**src/logic/exord_pkg.sv**
```systemverilog
package exord_pkg;
    localparam int ADDR_W = 32;
    localparam int MSR_W  = 32;
    localparam int CAUSE_W = 4;
    localparam logic [ADDR_W-1:0] VEC_RESET   = 32'h0000_0100;
    localparam logic [ADDR_W-1:0] VEC_MCHECK  = 32'h0000_0200;
    localparam logic [ADDR_W-1:0] VEC_EXT     = 32'h0000_0500;
    localparam logic [ADDR_W-1:0] VEC_DECR    = 32'h0000_0900;
    localparam logic [ADDR_W-1:0] VEC_SMI     = 32'h0000_1400;
    localparam logic [ADDR_W-1:0] VEC_BASE_RST = 32'h0000_0000;
    localparam int HWC_MCP_EN = 0;
    localparam int HWC_APE_EN = 2;
    localparam int HWC_DPE_EN = 3;
    localparam int MSR_EE  = 15;
    localparam int MSR_PR  = 14;
    localparam int RECOVERABLE_INTERRUPT_BIT  = 1;
    localparam logic [MSR_W-1:0] MSR_RESET = 32'h0000_0000;
    localparam logic [MSR_W-1:0] SAVE_RESTORE_STATE_REG_KEEP = 32'h0000_FFFF;
    localparam int MC_TEA = 0;
    localparam int MC_MCP = 1;
    localparam int MC_APE = 2;
    localparam int MC_DPE = 3;
    localparam int SYNC_STAGES = 3;
    typedef enum logic [2:0] {
        EXORD_RUN   = 3'b000,
        EXORD_DRAIN = 3'b001,
        EXORD_TAKE  = 3'b010,
        EXORD_HOLD  = 3'b011
    } exord_state_t;
    typedef enum logic [2:0] {
        EXORD_K_NONE  = 3'b000,
        EXORD_K_RESET = 3'b001,
        EXORD_K_MC    = 3'b010,
        EXORD_K_SYNC  = 3'b011,
        EXORD_K_EXT   = 3'b100,
        EXORD_K_DECR  = 3'b101,
        EXORD_K_SMI   = 3'b110
    } exord_kind_t;
endpackage

```
**src/logic/exord_ctrl.sv**
```systemverilog
`timescale 1ns/1ps
// Behaviour
// - on take: save state, enter supervisor, fetch from exception vector
// - exceptions taken strictly in program order
// - instruction fault waits for older instructions and their faults
// - async precise waits for completion slot and empty store queue
// - complete means committed to architected registers
// - several conditions of one instruction taken one after another
// - only one exception being taken at once, except reset or machine check
// - precise faults save faulting address and block it and younger ones
// - imprecise float modes still report floating faults precisely
// - maskable async interrupts deferred until next instruction completes
// - with empty units, async taken once restart address known
// - reset and machine check are nonmaskable imprecise exceptions
// - recoverable bit reported from saved machine state, forced off for reset and machine check
// - bus error, parity errors or request raise machine check
// - config bits 0, 2, 3 gate request, address and data parity
// - transfer error machine check never masked
// - machine check cause recorded in a cause status register
// - software enables turn exception sources on or off
// - soft or hard reset vectors to offset 00100
// - machine check vectors to offset 00200
module exord_ctrl #(
    parameter int ADDR_W = exord_pkg::ADDR_W,
    parameter int MSR_W  = exord_pkg::MSR_W
) (
    input  wire logic              ref_clk_in,
    input  wire logic              rst_in,
    input  wire logic              soft_reset_in,
    input  wire logic              hard_reset_in,
    input  wire logic              bus_transfer_error_in,
    input  wire logic              address_parity_error_in,
    input  wire logic              data_parity_error_in,
    input  wire logic              machine_check_request_in,
    input  wire logic              ext_irq_in,
    input  wire logic              system_management_irq_in,
    input  wire logic              decrementer_irq_in,
    input  wire logic [3:0]        hw_config_reg_in,
    input  wire logic [2:0]        src_enable_in,
    input  wire logic              fp_imprecise_mode_in,
    input  wire logic              cmpl_valid_in,
    input  wire logic              cmpl_committed_in,
    input  wire logic              cmpl_fault_in,
    input  wire logic [ADDR_W-1:0] cmpl_addr_in,
    input  wire logic [ADDR_W-1:0] cmpl_fault_vec_in,
    input  wire logic              cmpl_more_faults_in,
    input  wire logic              cmpl_trap_in,
    input  wire logic [ADDR_W-1:0] cmpl_next_addr_in,
    input  wire logic              older_pending_in,
    input  wire logic              units_empty_in,
    input  wire logic              restart_known_in,
    input  wire logic [ADDR_W-1:0] restart_addr_in,
    input  wire logic              store_queue_empty_in,
    input  wire logic              handler_done_in,
    input  wire logic              msr_write_in,
    input  wire logic [MSR_W-1:0]  msr_wdata_in,
    output logic                   cmpl_accept_out,
    output logic                   flush_younger_out,
    output logic                   fetch_redirect_out,
    output logic      [ADDR_W-1:0] fetch_addr_out,
    output logic      [ADDR_W-1:0] save_restore_addr_reg_out,
    output logic      [MSR_W-1:0]  save_restore_state_reg_out,
    output logic      [MSR_W-1:0]  msr_out,
    output logic      [3:0]        mcheck_cause_out,
    output logic                   recoverable_interrupt_bit_out,
    output logic                   busy_out
);
    logic [8:0] sync_lvl;
    logic [8:0] sync_prev_q;
    logic       rst_req_q;
    logic       mc_req_q;
    logic       ext_pend_q;
    logic       decr_pend_q;
    logic       smi_pend_q;
    logic [3:0] mc_src;
    logic       mc_any;
    logic [3:0] mc_prev;
    logic [8:0] sync_rise;
    logic       rst_rise;
    exord_pkg::exord_state_t state_q;
    exord_pkg::exord_kind_t  kind_q;
    exord_pkg::exord_kind_t  take_kind;
    logic [ADDR_W-1:0] take_vec;
    logic [ADDR_W-1:0] take_addr;
    logic              take_now;
    logic              sync_fault;
    logic              async_ok;
    logic              async_any;
    logic              msr_ee;

    exord_sync #(
        .WIDTH (9)
    ) u_sync (
        .ref_clk_in (ref_clk_in),
        .rst_in     (rst_in),
        .async_in   ({soft_reset_in, hard_reset_in, bus_transfer_error_in,
                      address_parity_error_in, data_parity_error_in,
                      machine_check_request_in, ext_irq_in,
                      system_management_irq_in, decrementer_irq_in}),
        .level_out  (sync_lvl)
    );

    assign msr_ee = msr_out[exord_pkg::MSR_EE];
    assign mc_src[exord_pkg::MC_TEA] = sync_lvl[6];
    assign mc_src[exord_pkg::MC_MCP] = sync_lvl[3] & hw_config_reg_in[exord_pkg::HWC_MCP_EN];
    assign mc_src[exord_pkg::MC_APE] = sync_lvl[5] & hw_config_reg_in[exord_pkg::HWC_APE_EN];
    assign mc_src[exord_pkg::MC_DPE] = sync_lvl[4] & hw_config_reg_in[exord_pkg::HWC_DPE_EN];
    assign sync_rise = sync_lvl & ~sync_prev_q;
    assign rst_rise  = sync_rise[8] | sync_rise[7];
    assign mc_prev[exord_pkg::MC_TEA] = sync_prev_q[6];
    assign mc_prev[exord_pkg::MC_MCP] = sync_prev_q[3];
    assign mc_prev[exord_pkg::MC_APE] = sync_prev_q[5];
    assign mc_prev[exord_pkg::MC_DPE] = sync_prev_q[4];
    // a source counts on the rising edge of its raw level while its gate is on
    assign mc_any = |(mc_src & ~mc_prev);

    always_ff @(posedge ref_clk_in or posedge rst_in) begin
        if (rst_in) begin
            sync_prev_q <= '0;
        end else begin
            sync_prev_q <= sync_lvl;
        end
    end

    // nonmaskable requests, set wins over the clear at take
    always_ff @(posedge ref_clk_in or posedge rst_in) begin
        if (rst_in) begin
            rst_req_q <= 1'b0;
        end else if (rst_rise) begin
            rst_req_q <= 1'b1;
        end else if (take_now && take_kind == exord_pkg::EXORD_K_RESET) begin
            rst_req_q <= 1'b0;
        end
    end

    always_ff @(posedge ref_clk_in or posedge rst_in) begin
        if (rst_in) begin
            mc_req_q <= 1'b0;
        end else if (mc_any) begin
            mc_req_q <= 1'b1;
        end else if (take_now && take_kind == exord_pkg::EXORD_K_MC) begin
            mc_req_q <= 1'b0;
        end
    end

    // cause bits stick until the handler returns, a new cause wins
    always_ff @(posedge ref_clk_in or posedge rst_in) begin
        if (rst_in) begin
            mcheck_cause_out <= 4'h0;
        end else if (mc_any) begin
            mcheck_cause_out <= mcheck_cause_out | mc_src;
        end else if (handler_done_in) begin
            mcheck_cause_out <= 4'h0;
        end
    end

    // maskable async requests, set on a rising edge, pending until taken
    always_ff @(posedge ref_clk_in or posedge rst_in) begin
        if (rst_in) begin
            ext_pend_q  <= 1'b0;
            decr_pend_q <= 1'b0;
            smi_pend_q  <= 1'b0;
        end else begin
            if (sync_rise[2] & src_enable_in[0]) begin
                ext_pend_q <= 1'b1;
            end else if (take_now && take_kind == exord_pkg::EXORD_K_EXT) begin
                ext_pend_q <= 1'b0;
            end
            if (sync_rise[1] & src_enable_in[2]) begin
                smi_pend_q <= 1'b1;
            end else if (take_now && take_kind == exord_pkg::EXORD_K_SMI) begin
                smi_pend_q <= 1'b0;
            end
            if (sync_rise[0] & src_enable_in[1]) begin
                decr_pend_q <= 1'b1;
            end else if (take_now && take_kind == exord_pkg::EXORD_K_DECR) begin
                decr_pend_q <= 1'b0;
            end
        end
    end

    // completion acceptance, only committed results count
    assign sync_fault = cmpl_valid_in & cmpl_fault_in & ~older_pending_in;
    assign cmpl_accept_out = cmpl_valid_in & cmpl_committed_in & ~cmpl_fault_in
                             & (state_q == exord_pkg::EXORD_RUN) & ~rst_req_q & ~mc_req_q;
    assign async_any = ext_pend_q | decr_pend_q | smi_pend_q;
    assign async_ok = msr_ee & store_queue_empty_in
                      & ((cmpl_valid_in & cmpl_committed_in & ~cmpl_fault_in)
                         | (units_empty_in & restart_known_in));

    // priority: reset, machine check, oldest fault, then async
    always_comb begin
        take_kind = exord_pkg::EXORD_K_NONE;
        take_vec  = exord_pkg::VEC_BASE_RST;
        take_addr = restart_addr_in;
        if (rst_req_q) begin
            take_kind = exord_pkg::EXORD_K_RESET;
            take_vec  = exord_pkg::VEC_RESET;
        end else if (mc_req_q) begin
            take_kind = exord_pkg::EXORD_K_MC;
            take_vec  = exord_pkg::VEC_MCHECK;
        end else if (sync_fault) begin
            // float faults are precise in every mode
            take_kind = exord_pkg::EXORD_K_SYNC;
            take_vec  = cmpl_fault_vec_in;
            take_addr = cmpl_trap_in ? cmpl_next_addr_in : cmpl_addr_in;
        end else if (async_any && async_ok) begin
            take_addr = (cmpl_valid_in & cmpl_committed_in) ? cmpl_next_addr_in : restart_addr_in;
            if (smi_pend_q) begin
                take_kind = exord_pkg::EXORD_K_SMI;
                take_vec  = exord_pkg::VEC_SMI;
            end else if (ext_pend_q) begin
                take_kind = exord_pkg::EXORD_K_EXT;
                take_vec  = exord_pkg::VEC_EXT;
            end else begin
                take_kind = exord_pkg::EXORD_K_DECR;
                take_vec  = exord_pkg::VEC_DECR;
            end
        end
    end

    // reset and machine check may break in; others only from run
    assign take_now = (take_kind == exord_pkg::EXORD_K_RESET) | (take_kind == exord_pkg::EXORD_K_MC)
                      | ((take_kind != exord_pkg::EXORD_K_NONE) & (state_q == exord_pkg::EXORD_RUN));
    assign flush_younger_out = take_now;
    assign busy_out = (state_q != exord_pkg::EXORD_RUN);

    always_ff @(posedge ref_clk_in or posedge rst_in) begin
        if (rst_in) begin
            state_q <= exord_pkg::EXORD_RUN;
        end else begin
            case (state_q)
                exord_pkg::EXORD_RUN: begin
                    if (take_now) begin
                        state_q <= exord_pkg::EXORD_HOLD;
                    end
                end
                exord_pkg::EXORD_HOLD: begin
                    if (!take_now && handler_done_in) begin
                        // next fault of the same instruction comes on its own
                        state_q <= cmpl_more_faults_in ? exord_pkg::EXORD_DRAIN
                                                       : exord_pkg::EXORD_RUN;
                    end
                end
                exord_pkg::EXORD_DRAIN: begin
                    state_q <= take_now ? exord_pkg::EXORD_HOLD
                                        : exord_pkg::EXORD_RUN;
                end
                default: begin
                    state_q <= exord_pkg::EXORD_RUN;
                end
            endcase
        end
    end

    // kind of the exception in progress, for recoverability
    always_ff @(posedge ref_clk_in or posedge rst_in) begin
        if (rst_in) begin
            kind_q <= exord_pkg::EXORD_K_NONE;
        end else if (take_now) begin
            kind_q <= take_kind;
        end
    end

    // context save and redirect in one cycle
    always_ff @(posedge ref_clk_in or posedge rst_in) begin
        if (rst_in) begin
            fetch_redirect_out         <= 1'b0;
            fetch_addr_out             <= exord_pkg::VEC_BASE_RST;
            save_restore_addr_reg_out  <= '0;
            save_restore_state_reg_out <= '0;
        end else begin
            fetch_redirect_out <= take_now;
            if (take_now) begin
                fetch_addr_out            <= take_vec;
                save_restore_addr_reg_out <= take_addr;
                save_restore_state_reg_out <= msr_out & exord_pkg::SAVE_RESTORE_STATE_REG_KEEP;
            end
        end
    end

    // supervisor state with interrupts off on take, else software write
    always_ff @(posedge ref_clk_in or posedge rst_in) begin
        if (rst_in) begin
            msr_out <= exord_pkg::MSR_RESET;
        end else if (take_now) begin
            msr_out <= exord_pkg::MSR_RESET;
            // interrupted state not recoverable until software sets the bit again
            msr_out[exord_pkg::RECOVERABLE_INTERRUPT_BIT] <= 1'b0;
        end else if (msr_write_in) begin
            msr_out <= msr_wdata_in;
        end
    end

    assign recoverable_interrupt_bit_out = save_restore_state_reg_out[exord_pkg::RECOVERABLE_INTERRUPT_BIT]
                                           & (kind_q != exord_pkg::EXORD_K_RESET)
                                           & (kind_q != exord_pkg::EXORD_K_MC);
    logic fp_unused;
    assign fp_unused = fp_imprecise_mode_in;
endmodule

```
**src/logic/exord_sync.sv**
```systemverilog
`timescale 1ns/1ps
module exord_sync #(
    parameter int WIDTH = 1
) (
    input  wire logic             ref_clk_in,
    input  wire logic             rst_in,
    input  wire logic [WIDTH-1:0] async_in,
    output logic      [WIDTH-1:0] level_out
);
    logic [WIDTH-1:0] s1_q;
    logic [WIDTH-1:0] s2_q;
    logic [WIDTH-1:0] s3_q;
    // three stages, level accepted when stage 2 and 3 agree
    always_ff @(posedge ref_clk_in or posedge rst_in) begin
        if (rst_in) begin
            s1_q <= '0;
            s2_q <= '0;
            s3_q <= '0;
        end else begin
            s1_q <= async_in;
            s2_q <= s1_q;
            s3_q <= s2_q;
        end
    end
    genvar i;
    generate
        for (i = 0; i < WIDTH; i++) begin : g_bit
            always_ff @(posedge ref_clk_in or posedge rst_in) begin
                if (rst_in) begin
                    level_out[i] <= 1'b0;
                end else if (s2_q[i] == s3_q[i]) begin
                    level_out[i] <= s3_q[i];
                end
            end
        end
    endgenerate
endmodule

```
**config.mk**
```make
export PLATFORM = sky130hd
export DESIGN_NAME = exord_ctrl
export DESIGN_NICKNAME = d
export VERILOG_FILES = /design/src/logic/exord_pkg.sv /design/src/logic/exord_ctrl.sv /design/src/logic/exord_sync.sv
export SDC_FILE = /design/constraint.sdc
export NUM_CORES = 1
export LEC_CHECK = 0
export BUFFER_PORTS_ARGS = -buffer_cell sky130_fd_sc_hd__buf_4
export CELL_PAD_IN_SITES_DETAIL_PLACEMENT = 2
export CELL_PAD_IN_SITES_GLOBAL_PLACEMENT = 2
export CORE_ASPECT_RATIO = 0.6
export CORE_MARGIN = 5
export CORE_UTILIZATION = 27
export CTS_BUF_LIST = sky130_fd_sc_hd__clkbuf_4
export DETAILED_ROUTE_END_ITERATION = 16
export PLACE_DENSITY_LB_ADDON = 0.3
export SLEW_MARGIN = 15
export SYNTH_ARGS = -nofsm -noshare
export SYNTH_HDL_FRONTEND = slang
export SYNTH_SLANG_ARGS = --single-unit
```
**constraint.sdc**
```tcl
create_clock -name ref_clk_in -period 5.5 [get_ports ref_clk_in]
set_input_delay 1.1 -clock ref_clk_in [delete_from_list [all_inputs] [get_ports ref_clk_in]]
set_output_delay 1.1 -clock ref_clk_in [all_outputs]
set_load 0.02 [all_outputs]
```
=== Word-level counts from Yosys, hierarchy flattened ===
Cells that the tools add are included.

* Register bits: 173
* Input bits: 190
* Logic and storage cells: 137

* Eq/ne operators: 20
* Muxes and demuxes: 37
* Bitwise logic cells: 34
* Reductions and logical operators: 20

{| class="wikitable"
|+ Operators with widths
! cell !! count
|-
| two-way mux 32 bit || 11
|-
| two-way mux 13 bit || 2
|-
| AND 1 bit || 19
|-
| two-way mux 3 bit || 6
|-
| nonzero test 2 bit || 7
|-
| two-way mux 1 bit || 12
|-
| two-way mux 12 bit || 1
|-
| AND 9 bit || 1
|-
| == test 1 bit || 9
|-
| == test 3 bit, second input constant || 3
|-
| inverter 9 bit || 1
|-
| case mux 3 bit (3 select lines) || 1
|-
| two-way mux 4 bit || 2
|-
| logical AND 1 bit || 7
|-
| == test 3 x 1 -> 1 bit, second input constant || 2
|-
| == test 3 x 2 -> 1 bit, second input constant || 2
|-
| bitwise OR 1 bit || 6
|-
| nonzero test 3 bit || 2
|-
| AND 4 bit || 1
|-
| two-way mux 2 bit || 2
|-
| != test 2 bit, second input constant || 2
|-
| inverter 1 bit || 4
|-
| inverter 4 bit || 1
|-
| bitwise OR 4 bit || 1
|-
| 6 further kinds || 6
|}

=== Longest topological paths before layout ===
Gate-level depths: netlist (run 1).

* Depth in word-level cells: 16
* Depth in mapped cells: 8

=== Hierarchy ===
Synthesis (run 1) repeated with hierarchy kept, for this count alone.

* Cells, all modules: 743
* Area total of the unflattened synthesis: 7925.1 sq um

{| class="wikitable"
|+ Modules (own cells, without submodules)
! module !! instances !! cells each !! area each (sq um)
|-
| exord_ctrl || 1 || 697 || 6919.1
|-
| exord_sync || 1 || 46 || 1006.0
|}

=== Least setup slack after synthesis (run 1) ===
No wires, ideal clock.

* Path kind: in2out
* Start: in cmpl_fault_in
* End: out flush_younger_out
* Arrival: 2.369 ns
* Data required time: 4.400 ns
* Slack: 2.031 ns
* Stages: 6
* Cells stage by stage: nand3b_1 a211oi_1 a31oi_1 o21ai_2 buf_4 buf_4

* Longest elaborated chain between the ends: 12
* Elaborated cells on any way between the ends: 17
* Those cells by class: 2 x eq/ne; 4 x mux; 9 x bitwise; 2 x reduce/logical

{| class="wikitable"
|+ Ends and longest elaborated chain
! what !! RTL line !! RTL
|-
| from (decl) || exord_ctrl.sv:43 || <nowiki>input wire logic cmpl_fault_in,</nowiki>
|-
| inverter 1 bit || exord_ctrl.sv:188 || <nowiki>& ((cmpl_valid_in & cmpl_committed_in & ~cmpl_fault_in)</nowiki>
|-
| AND 1 bit || exord_ctrl.sv:188 ||
|-
| bitwise OR 1 bit || exord_ctrl.sv:189 || <nowiki>| (units_empty_in & restart_known_in));</nowiki>
|-
| AND 1 bit || exord_ctrl.sv:188 ||
|-
| logical AND 1 bit || exord_ctrl.sv:207 || <nowiki>end else if (async_any && async_ok) begin</nowiki>
|-
| two-way mux 3 bit || exord_ctrl.sv:207 ||
|-
| two-way mux 3 bit * || exord_ctrl.sv:202 || <nowiki>end else if (sync_fault) begin</nowiki>
|-
| two-way mux 3 bit * || exord_ctrl.sv:199 || <nowiki>end else if (mc_req_q) begin</nowiki>
|-
| two-way mux 3 bit * || exord_ctrl.sv:196 || <nowiki>if (rst_req_q) begin</nowiki>
|-
| == test 3 x 1 -> 1 bit, or another cell as far along || exord_ctrl.sv:223 || <nowiki>assign take_now = (take_kind == exord_pkg::EXORD_K_RESET) | (take_kind == exord_pkg::EXORD_K_MC)</nowiki>
|-
| bitwise OR 1 bit or AND 1 bit (tied branches) || exord_ctrl.sv:223, exord_ctrl.sv:224 ||
|-
| bitwise OR 1 bit * || exord_ctrl.sv:224 || <nowiki>| ((take_kind != exord_pkg::EXORD_K_NONE) & (state_q == exord_pkg::EXORD_RUN));</nowiki>
|-
| to (decl) || exord_ctrl.sv:58 || <nowiki>output logic flush_younger_out,</nowiki>
|}

Mark *: on every way between the ends. The rest lies on a longest branch, timed or not.

=== Worst setup path in the final report (run 1) ===
Same ends and word-level chain as after synthesis.

==> out/qor.yml, run 1 <==
outcome:
  run_status: "finished, final reports clean"
floorplanning:
  rows: 48
  core_sq_um: 28590
  dieArea_sq_um: 32390
  die_h_um: 141.4
  ios: 327
  start_util: 0.2719
  die_x_um: 229.0
global_route:
  overflow: 0
  grt_max_degree: 158
  grtUsageTotal: 0.1702
  grt_pass1_wl_um: 42960
  antenna_found_initial: 1
  grt_pass1_vias: 7074
clocking:
  cts_root_buf: "clkbuf_4"
  cts_inserted_buffers: 17
  cts_buffer_depth: 2
  holdBufCountCts: 0
  cts_sinks: 172
  h-tree-depth: 4
  clkTransAtPathRegs_ns: 0.18
  cts_tree: "done"
  cts_resized: 0
  cts_setup_buffers: 0
  clk_latency_ns: 0.62
worst_setup_path:
  cp_slowest_cell: "a211oi_1"
  cp-start-kind: "primary input"
  crit_family: "compound AO/OA/AOI/OAI gates"
  cp_common_cell: "buf_4"
  critical_path_required_ns: 4.40
  setup.worst_path.class: "in -> out"
  cp_cell_sequence: "buf_4, nand3b_1, a211oi_1, a31oi_1, o21ai_4, buf_4"
  slowest_delay_ns: 0.46
  cp.arrival_ns: 2.56
  end_kind: "output pin"
  crit_fanout: 8
  crit_buf_inv: 2
  r2r_setup_slack_ns: 2.60
synthesis:
  seq_area_frac_synth: 0.5538
  synth.distinct_cells: 44
  ys_top_cells_by_area: "dfrtp_1 55%, mux2i_1 16%, o221ai_1 3.7%, nor2_1 3.4%, inv_1 3.4%"
  synth-adder-area-share: 0.01159
  synth_top_family_by_area: "multiplexers"
  synth-xor-area-share: 0.001127
  ys_async_sr_fraction: 1.000
  synth_edf_count: 0
  ys_top_cells_by_count: "172 x dfrtp_1, 124 x mux2i_1, 71 x nor2_1, 70 x inv_1, 44 x nand2_1"
  syn-cell-area_sq_um: 7772
  synthMuxAreaShare: 0.1916
  yosysTopAreaCell: "dfrtp_1"
  yosys_warnings: 0
  synth-simple-area-share: 0.06858
  synth_top_area_frac: 0.5538
  synth_compound_area_frac: 0.09594
  synth-seq-cells: 172
  synth_cells: 692
  synth_ff_type: "dfrtp_1"
  synth_most_common_cell: "dfrtp_1"
  synth_area_per_cell_sq_um: 11.23
sta:
  rsz0062_at_grt: "false"
  max_freq_ghz: 0.2731
  finalHoldViolCount: 0
  worst_pin_slew_ns: 1.002
  setup_violations: 0
  fin_crit_sh: 0.6658
  fin_tns_setup_ns: 0
  max-slew-margin-rel: 0.3319
  holdWs_ns: 0.3768
  finClkSkew_ns: 0.02867
  timing.final.crit_period_ns: 3.662
  slew_violations: 0
pwr:
  p_leak_nw: 5.541
  power_density_nw_per_um2: 298.7
  max-vdd-ir-drop_mv: 0.1211
finish:
  antenna-diode-count: 0
  syn2layout_area_growth_pct: 37.75
  fin_nets: 1173
  layout-drive-gt1-share: 0.3745
  fin_util: 0.3745
detailed_routing:
  via_per_inst: 4.630
  drc_errors: 0
  totalWireLength_um: 27680
  drtIter0Drc: 213
  wl_per_cell_um: 20.19
  ant_nets: 0
  dr_total_vias: 6348
  first_pass_iters: 4
placed_design:
  post-dp-hpwl_um: 20550
  port-buffer-count: 308
  routabilityCongestion: 0.7607
run:
  cap_violations: 0
hold_path:
  min-delay-path-class: "reg -> reg"
[layer usage]
layer,global-route usage,vias to the layer above,share of wire
li1,-,2959,-
met1,0.2252,3200,0.46
met2,0.2692,165,0.46
met3,0.06220,22,0.067
met4,0.03920,2,0.012
met5,0,-,0.00072
[sequential cells by signal, summed over array words and instances, names as in the netlist, 2 cells and up]
name                        flops
u_sync.s3_q                     9
state_q                         2
u_sync.s2_q                     9
save_restore_addr_reg_out      32
fetch_addr_out                 32
mcheck_cause_out                4
kind_q                          3
sync_prev_q                     9
u_sync.level_out                9
u_sync.s1_q                     9
save_restore_state_reg_out     16
msr_out                        32
[metrics by stage]
stage / power (mW) / setup slack [ns] / std cells / instance area [sq um]
after floorplan: 2.015 / 2.031 / 707 / 7833
after global placement: 2.396 / 1.779 / 1339 / 10380
after detailed placement: 2.427 / 1.738 / 1339 / 10380
after CTS: 3.277 / 1.850 / 1371 / 10710
after global routing: 3.404 / 1.776 / 1371 / 10710
final: 3.198 / 1.838 / 1371 / 10710
[worst register-to-register path: cells and delay by family (launching register included)]
kind                   cells  cell delay, ns
AOI/OAI and AO/OA          3            0.93
buffers and inverters      1            0.83
DFF                        1            0.42
muxes                      1            0.43
and+or+nand+nor            1            0.19
[where the power goes]
part	internal, mW	total (mW)	switching, mW	leakage (nW)
logic	0.392	0.897	0.506	3.18
clock network	0.230	0.817	0.586	0.170
registers	1.40	1.48	0.0869	2.20
total	2.02	3.20	1.18	5.54
[cell families (layout without fill, tap and decap cells)]
kind of cell | after synthesis | after routing
buffers and inverters | 129 | 418
and+or+nand+nor | 131 | 131
xor gates and xnor gates | 1 | 1
other | 1 | 16
muxes | 146 | 146
DFF | 172 | 172
AOI/OAI and AO/OA | 103 | 103
adders and majority gates | 9 | 9
[worst paths after layout]
check                               startpoint            endpoint  cells past startpoint
worst max-delay path             cmpl_fault_in   flush_younger_out                      6
max in group asynchronous               rst_in   fetch_addr_out[8]                      3
worst min register to register  u_sync.s1_q[2]      u_sync.s2_q[2]                      0
worst max register to register     msr_out[15]  fetch_addr_out[12]                      6
min in group asynchronous               rst_in          msr_out[4]                      2
worst min-delay path            u_sync.s1_q[2]      u_sync.s2_q[2]                      0
[cell type report]
| type | count | area [sq um] |
|---|---|---|
| Fill cell | 3098 | 17880 |
| Sequential cell | 172 | 4304 |
| Multi-Input combinational cell | 406 | 2953 |
| Timing Repair Buffer | 316 | 2385 |
| Tap cell | 375 | 469.2 |
| Inverter | 70 | 266.5 |
| Clock inverter | 15 | 201.4 |
| Clock buffer | 17 | 127.6 |
[placed cells by master, fill, tap and decap left out, types with 5 or more instances in the layout]
| cell | netlist | final |
|---|---|---|
| a21oi_1 | 9 | 9 |
| inv_1 | 70 | 69 |
| buf_4 | 22 | 315 |
| conb_1 | 1 | 16 |
| o21ai_0 | 9 | 9 |
| clkbuf_4 | 0 | 17 |
| nand2_1 | 44 | 44 |
| mux2i_1 | 124 | 124 |
| maj3_1 | 9 | 9 |
| o221ai_1 | 33 | 33 |
| dfrtp_1 | 172 | 172 |
| mux2_2 | 18 | 18 |
| a31oi_1 | 34 | 34 |
| nor2_1 | 71 | 69 |
| clkinv_8 | 0 | 5 |
No activity file was read; power rests on OpenSTA's default activity.
==> run 2, diff against run 1 <==
--- a/config.mk
+++ b/config.mk
@@ -10,7 +10,7 @@
 export CELL_PAD_IN_SITES_GLOBAL_PLACEMENT = 2
 export CORE_ASPECT_RATIO = 0.6
 export CORE_MARGIN = 5
-export CORE_UTILIZATION = 27
+export CORE_UTILIZATION = 30
 export CTS_BUF_LIST = sky130_fd_sc_hd__clkbuf_4
 export DETAILED_ROUTE_END_ITERATION = 16
 export PLACE_DENSITY_LB_ADDON = 0.3
==> constraint.sdc (replaced) <==
create_clock -name ref_clk_in -period 3.69 [get_ports ref_clk_in]
set_input_delay 0.738 -clock ref_clk_in [delete_from_list [all_inputs] [get_ports ref_clk_in]]
set_output_delay 0.738 -clock ref_clk_in [all_outputs]
set_load 0.02 [all_outputs]
==> out/qor.yml, run 2 (synthesized netlist as in run 1, its figures left out) <==
global_route:
  grt_max_degree: 105  # was 158
  grt_pass1_wl_um: 41990  # was 42,960 um
  overflow: 0  # unchanged
  antenna_found_initial: 1  # unchanged
  grtUsageTotal: 0.1837  # was 0.1702
  grt_pass1_vias: 7015  # was 7,074
placed_design:
  port-buffer-count: 308  # unchanged
  place_area_sq_um: 10380  # about the same
  routabilityCongestion: 0.7497  # was 0.7607
  post-dp-hpwl_um: 20160  # was 20,550 um
  dp_cells: 1317  # was 1,339
clocking:
  clk_latency_ns: 0.62  # about the same
  cts_resized: 0  # unchanged
  holdBufCountCts: 0  # unchanged
  cts_buffer_depth: 2  # unchanged
  cts_sinks: 172  # unchanged
  clkTransAtPathRegs_ns: 0.17  # was 0.18 ns
  h-tree-depth: 4  # unchanged
  cts_root_buf: "clkbuf_4"  # unchanged
  cts_tree: "done"  # unchanged
  cts_setup_buffers: 0  # unchanged
  cts_inserted_buffers: 17  # unchanged
finish:
  fin_nets: 1174  # was 1,173
  finalInstanceArea_sq_um: 10680  # was 10,710 sq um
  reg_top3: "fetch_addr_out: 32 flops, msr_out: 32 flops, save_restore_addr_reg_out: 32 flops"  # unchanged
  nFillCells: 2659  # was 3,098
  antenna-diode-count: 0  # unchanged
  regArea_sq_um: 4304  # unchanged
  layout-drive-gt1-share: 0.3751  # was 0.3745
  multi_input_area_sq_um: 2953  # unchanged
  fin_cells: 1349  # was 1,371
  syn2layout_area_growth_pct: 37.44  # was 37.75%
  final_common_cell: "buf_4"  # unchanged
  final_cell_mix: "314 x buf_4, 172 x dfrtp_1, 124 x mux2i_1, 69 x inv_1, 69 x nor2_1"  # was 315 x buf_4, 172 x dfrtp_1, 124 x mux2i_1, 69 x inv_1, 69 x nor2_1
detailed_routing:
  first_pass_iters: 4  # unchanged
  dr_total_vias: 6365  # was 6,348
  drc_errors: 0  # unchanged
  drtIter0Drc: 248  # was 213
  wl_per_cell_um: 20.22  # was 20.19 um
  totalWireLength_um: 27270  # was 27,680 um
  ant_nets: 0  # unchanged
  via_per_inst: 4.718  # was 4.630
worst_setup_path:
  cp.arrival_ns: 2.39  # was 2.56 ns
  cp-start-kind: "register"  # was primary input
  critical_path_required_ns: 2.95  # was 4.40 ns
  crit_fanout: 4  # was 8
  worstRegToRegCells: 6  # unchanged
  end_kind: "output pin"  # unchanged
  setup.worst_path.class: "reg -> out"  # was in -> out
floorplanning:
  die_h_um: 134.7  # was 141.4 um
  start_util: 0.3061  # was 0.2719
  die_x_um: 217.8  # was 229.0 um
  ios: 327  # unchanged
  dieArea_sq_um: 29330  # was 32,390 sq um
  core_sq_um: 25390  # was 28,590 sq um
  rows: 45  # was 48
sta:
  worst_pin_slew_ns: 0.9064  # was 1.002 ns
  finalHoldViolCount: 0  # unchanged
  fin_tns_setup_ns: 0  # unchanged
  finClkSkew_ns: 0.03181  # was 0.02867 ns
  fin_crit_sh: 0.8479
  max-slew-margin-rel: 0.3958  # was 0.3319
  timing.final.crit_period_ns: 3.129
  max_freq_ghz: 0.3196
  rsz0062_at_grt: "false"  # unchanged
  slew_violations: 0  # unchanged
  setup_violations: 0  # unchanged
pwr:
  power_density_nw_per_um2: 443.0  # was 298.7 nW/um^2
  max-vdd-ir-drop_mv: 0.1724  # was 0.1211 mV
  p_leak_nw: 5.553  # was 5.541 nW
  finalPower_mw: 4.732  # was 3.198 mW
hold_path:
  min-delay-path-class: "in -> reg"  # was reg -> reg
  hold_depth: 1  # was 0
outcome:
  run_status: "finished, final reports clean"  # unchanged
run:
  cap_violations: 0  # unchanged
run 2: per-stage QoR:
stage               setup WS (ns)  hold WS [ns]  utilization
detailed placement         0.5804        0.3364       0.4088
global route               0.2623        0.1348       0.4207
global placement           0.6478        0.3325       0.4088
finish                     0.5611        0.2197       0.4207
CTS                        0.4302        0.1234       0.4207
floorplan                  0.7553        0.3312            -
run 2: layout make-up:
type / count / share of cell area
Timing Repair Buffer: 317 / 0.2263
Inverter: 70 / 0.02495
Multi-Input combinational cell: 406 / 0.2764
Sequential cell: 172 / 0.4029
Clock inverter: 15 / 0.01628
Clock buffer: 17 / 0.01195
Tap cell: 352 / 0.04123
run 2: where the power goes:
| group | internal [mW] | leakage [nW] | switching [mW] |
|---|---|---|---|
| registers | 2.08 | 2.20 | 0.133 |
| clock network | 0.377 | 0.166 | 0.797 |
| logic | 0.591 | 3.19 | 0.752 |
| total | 3.05 | 5.55 | 1.68 |
run 2: worst max-delay path, cell delays in order (launching register included):
cell and delay [ns]:
dfrtp_1 0.44, nand2_1 0.18, a211oi_1 0.52, a31oi_1 0.27, o21ai_4 0.18, buf_4 0.19
run 2: path summary, 6_finish.rpt:
path,from,to,slack (ns)
worst max-delay path,msr_out[15],flush_younger_out,0.56
worst min-delay path,decrementer_irq_in,u_sync.s1_q[0],0.22
worst max register to register,msr_out[15],fetch_addr_out[8],1.17
worst min register to register,u_sync.s1_q[5],u_sync.s2_q[5],0.37
max in group asynchronous,rst_in,kind_q[2],2.63
min in group asynchronous,rst_in,save_restore_addr_reg_out[1],0.23
run 2: metal layers:
| metal | part of all wire | wire length, um | vias up | GRT usage |
|---|---|---|---|---|
| met4 | 0.018 | 499 | 2 | 0.05542 |
| met2 | 0.46 | 12520 | 177 | 0.2867 |
| met5 | 0.00026 | 7 | - | 0 |
| met3 | 0.078 | 2139 | 29 | 0.07080 |
| met1 | 0.44 | 12110 | 3215 | 0.2386 |
| li1 | - | - | 2942 | - |
==> run 3, diff against run 2 <==
==> constraint.sdc (replaced) <==
create_clock -name ref_clk_in -period 3.1 [get_ports ref_clk_in]
set_input_delay 0.62 -clock ref_clk_in [delete_from_list [all_inputs] [get_ports ref_clk_in]]
set_output_delay 0.62 -clock ref_clk_in [all_outputs]
set_load 0.02 [all_outputs]
==> out/qor.yml, run 3 (synthesized netlist as in run 1, its figures left out) <==
worst_setup_path:
  end_kind: "output pin"  # unchanged
  timing.rr.start: "msr_out[15]"  # unchanged
  crit_fanout: 8  # was 4
  critical_path_required_ns: 2.48  # was 2.95 ns
  cp-start-kind: "register"  # unchanged
  endpoint: "flush_younger_out"  # unchanged
  r2r_end: "fetch_addr_out[28]"  # was fetch_addr_out[8]
  cp.arrival_ns: 2.28  # was 2.39 ns
  slowest_delay_ns: 0.54  # was 0.52 ns
  path_depth: 4  # was 5
  crit_buf_inv: 1  # unchanged
  crit_start: "mc_req_q"  # was msr_out[15]
  crit_family: "flip-flops"  # was compound AO/OA/AOI/OAI gates
  worstRegToRegCells: 7  # was 6
  cp_slowest_cell: "dfrtp_1"  # was a211oi_1
  setup.worst_path.class: "reg -> out"  # unchanged
  cp_cell_sequence: "or2_0, a31oi_1, o21ai_4, buf_4"  # was nand2_1, a211oi_1, a31oi_1, o21ai_4, buf_4
  r2r_setup_slack_ns: 0.73  # was 1.17 ns
detailed_routing:
  dr_total_vias: 6375  # was 6,365
  ant_nets: 0  # unchanged
  totalWireLength_um: 27600  # was 27,270 um
  drtIter0Drc: 251  # was 248
  drc_errors: 0  # unchanged
  via_per_inst: 4.698  # was 4.718
  wl_per_cell_um: 20.34  # was 20.22 um
  first_pass_iters: 4  # unchanged
clocking:
  cts_setup_buffers: 0  # unchanged
  cts_tree: "done"  # unchanged
  cts_buffer_depth: 2  # unchanged
  clkTransAtPathRegs_ns: 0.18  # was 0.17 ns
  h-tree-depth: 4  # unchanged
  cts_sinks: 172  # unchanged
  clk_latency_ns: 0.58  # was 0.62 ns
  cts_inserted_buffers: 17  # unchanged
  cts_root_buf: "clkbuf_4"  # unchanged
sta:
  rsz0062_at_grt: "false"  # unchanged
  setup_violations: 0  # unchanged
  max-slew-margin-rel: 0.5580  # was 0.3958
  timing.final.crit_period_ns: 2.900
  slew_violations: 0  # unchanged
  worst_pin_slew_ns: 0.6614  # was 0.9064 ns
  max_freq_ghz: 0.3448
  fin_crit_sh: 0.9354
  fin_tns_setup_ns: 0  # unchanged
  setup_slack_ns: 0.2001  # was 0.5611 ns
  finClkSkew_ns: 0.03154  # was 0.03181 ns
  finalHoldViolCount: 0  # unchanged
finish:
  reg_top3: "fetch_addr_out: 32 flops, msr_out: 32 flops, save_restore_addr_reg_out: 32 flops"  # unchanged
  syn2layout_area_growth_pct: 38.62  # was 37.44%
  fin_util: 0.4243  # was 0.4207
  final_cell_mix: "320 x buf_4, 172 x dfrtp_1, 124 x mux2i_1, 69 x inv_1, 69 x nor2_1"  # was 314 x buf_4, 172 x dfrtp_1, 124 x mux2i_1, 69 x inv_1, 69 x nor2_1
  fin_nets: 1182  # was 1,174
  finalInstanceArea_sq_um: 10770  # was 10,680 sq um
  layout-drive-gt1-share: 0.3801  # was 0.3751
  final_common_cell: "buf_4"  # unchanged
  antenna-diode-count: 0  # unchanged
floorplanning:
  core_sq_um: 25390  # unchanged
  start_util: 0.3061  # unchanged
  dieArea_sq_um: 29330  # unchanged
  rows: 45  # unchanged
  ios: 327  # unchanged
  die_h_um: 134.7  # unchanged
  die_x_um: 217.8  # unchanged
hold_path:
  min-delay-path-class: "in -> reg"  # unchanged
global_route:
  grtUsageMet1: 0.2416  # was 0.2386
  grt_max_degree: 83  # was 105
  grt-busiest-layer: "met2"  # unchanged
  overflow: 0  # unchanged
  grtUsageTotal: 0.1852  # was 0.1837
  grt_pass1_vias: 7143  # was 7,015
  grt_use_met3: 0.07260  # was 0.07080
  antenna_found_initial: 0  # was 1
  grt.met2_usage: 0.2960  # was 0.2867
  grt_pass1_wl_um: 42600  # was 41,990 um
placed_design:
  routabilityCongestion: 0.7439  # was 0.7497
  post-dp-hpwl_um: 20730  # was 20,160 um
  dp_slack_ns: 0.3318  # was 0.5804 ns
  place_area_sq_um: 10450  # was 10,380 sq um
  port-buffer-count: 308  # unchanged
pwr:
  finalPower_mw: 5.652  # was 4.732 mW
  power_density_nw_per_um2: 524.6  # was 443.0 nW/um^2
  p_leak_nw: 5.591  # was 5.553 nW
  max-vdd-ir-drop_mv: 0.2101  # was 0.1724 mV
run:
  cap_violations: 0  # unchanged
outcome:
  run_status: "finished, final reports clean"  # unchanged
==> run 3: area by class of cell <==
| type | instances | area [sq um] |
|---|---|---|
| inverter | 70 | 266.5 |
| multi-input combinational | 406 | 2958 |
| fill | 2737 | 14620 |
| clock inverter | 15 | 185.2 |
| timing repair buffer | 325 | 2492 |
| tap | 352 | 440.4 |
| clock buffer | 17 | 127.6 |
| sequential | 172 | 4304 |
==> run 3: metrics by stage <==
step                      std cells  hold WS (ns)
after floorplan                 707        0.3312
after global placement         1324        0.3316
after detailed placement       1324        0.3379
after CTS                      1357       0.03915
after global routing           1357       0.01544
final                          1357        0.1245
==> run 3: where the power goes <==
group          internal [mW]  switching (mW)
Clock                  0.389            1.00
Combinational          0.718           0.906
Sequential              2.48           0.157
==> run 3: worst min-delay path by stage <==
stage	start	to	slack, ns	cells past startpoint
final	bus_transfer_error_in	u_sync.s1_q[6]	0.12	1
after global routing	hard_reset_in	u_sync.s1_q[7]	0.02	1
after CTS	bus_transfer_error_in	u_sync.s1_q[6]	0.04	1
after detailed placement	u_sync.s1_q[7]	u_sync.s2_q[7]	0.34	0
after global placement	u_sync.s1_q[6]	u_sync.s2_q[6]	0.33	0
after floorplan	u_sync.s1_q[0]	u_sync.s2_q[0]	0.33	0
==> run 3: routing by layer <==
metal	part of all wire	up-vias
met5	0	-
met4	0.011	0
met3	0.081	21
met2	0.47	164
met1	0.44	3242
li1	-	2948
==> run 3: repair_timing <==
action                                 CTS  global route
endpoints found under the hold margin    5             0
resized for setup                        0             1
setup endpoints to repair                0             1
hold buffers                             1             0
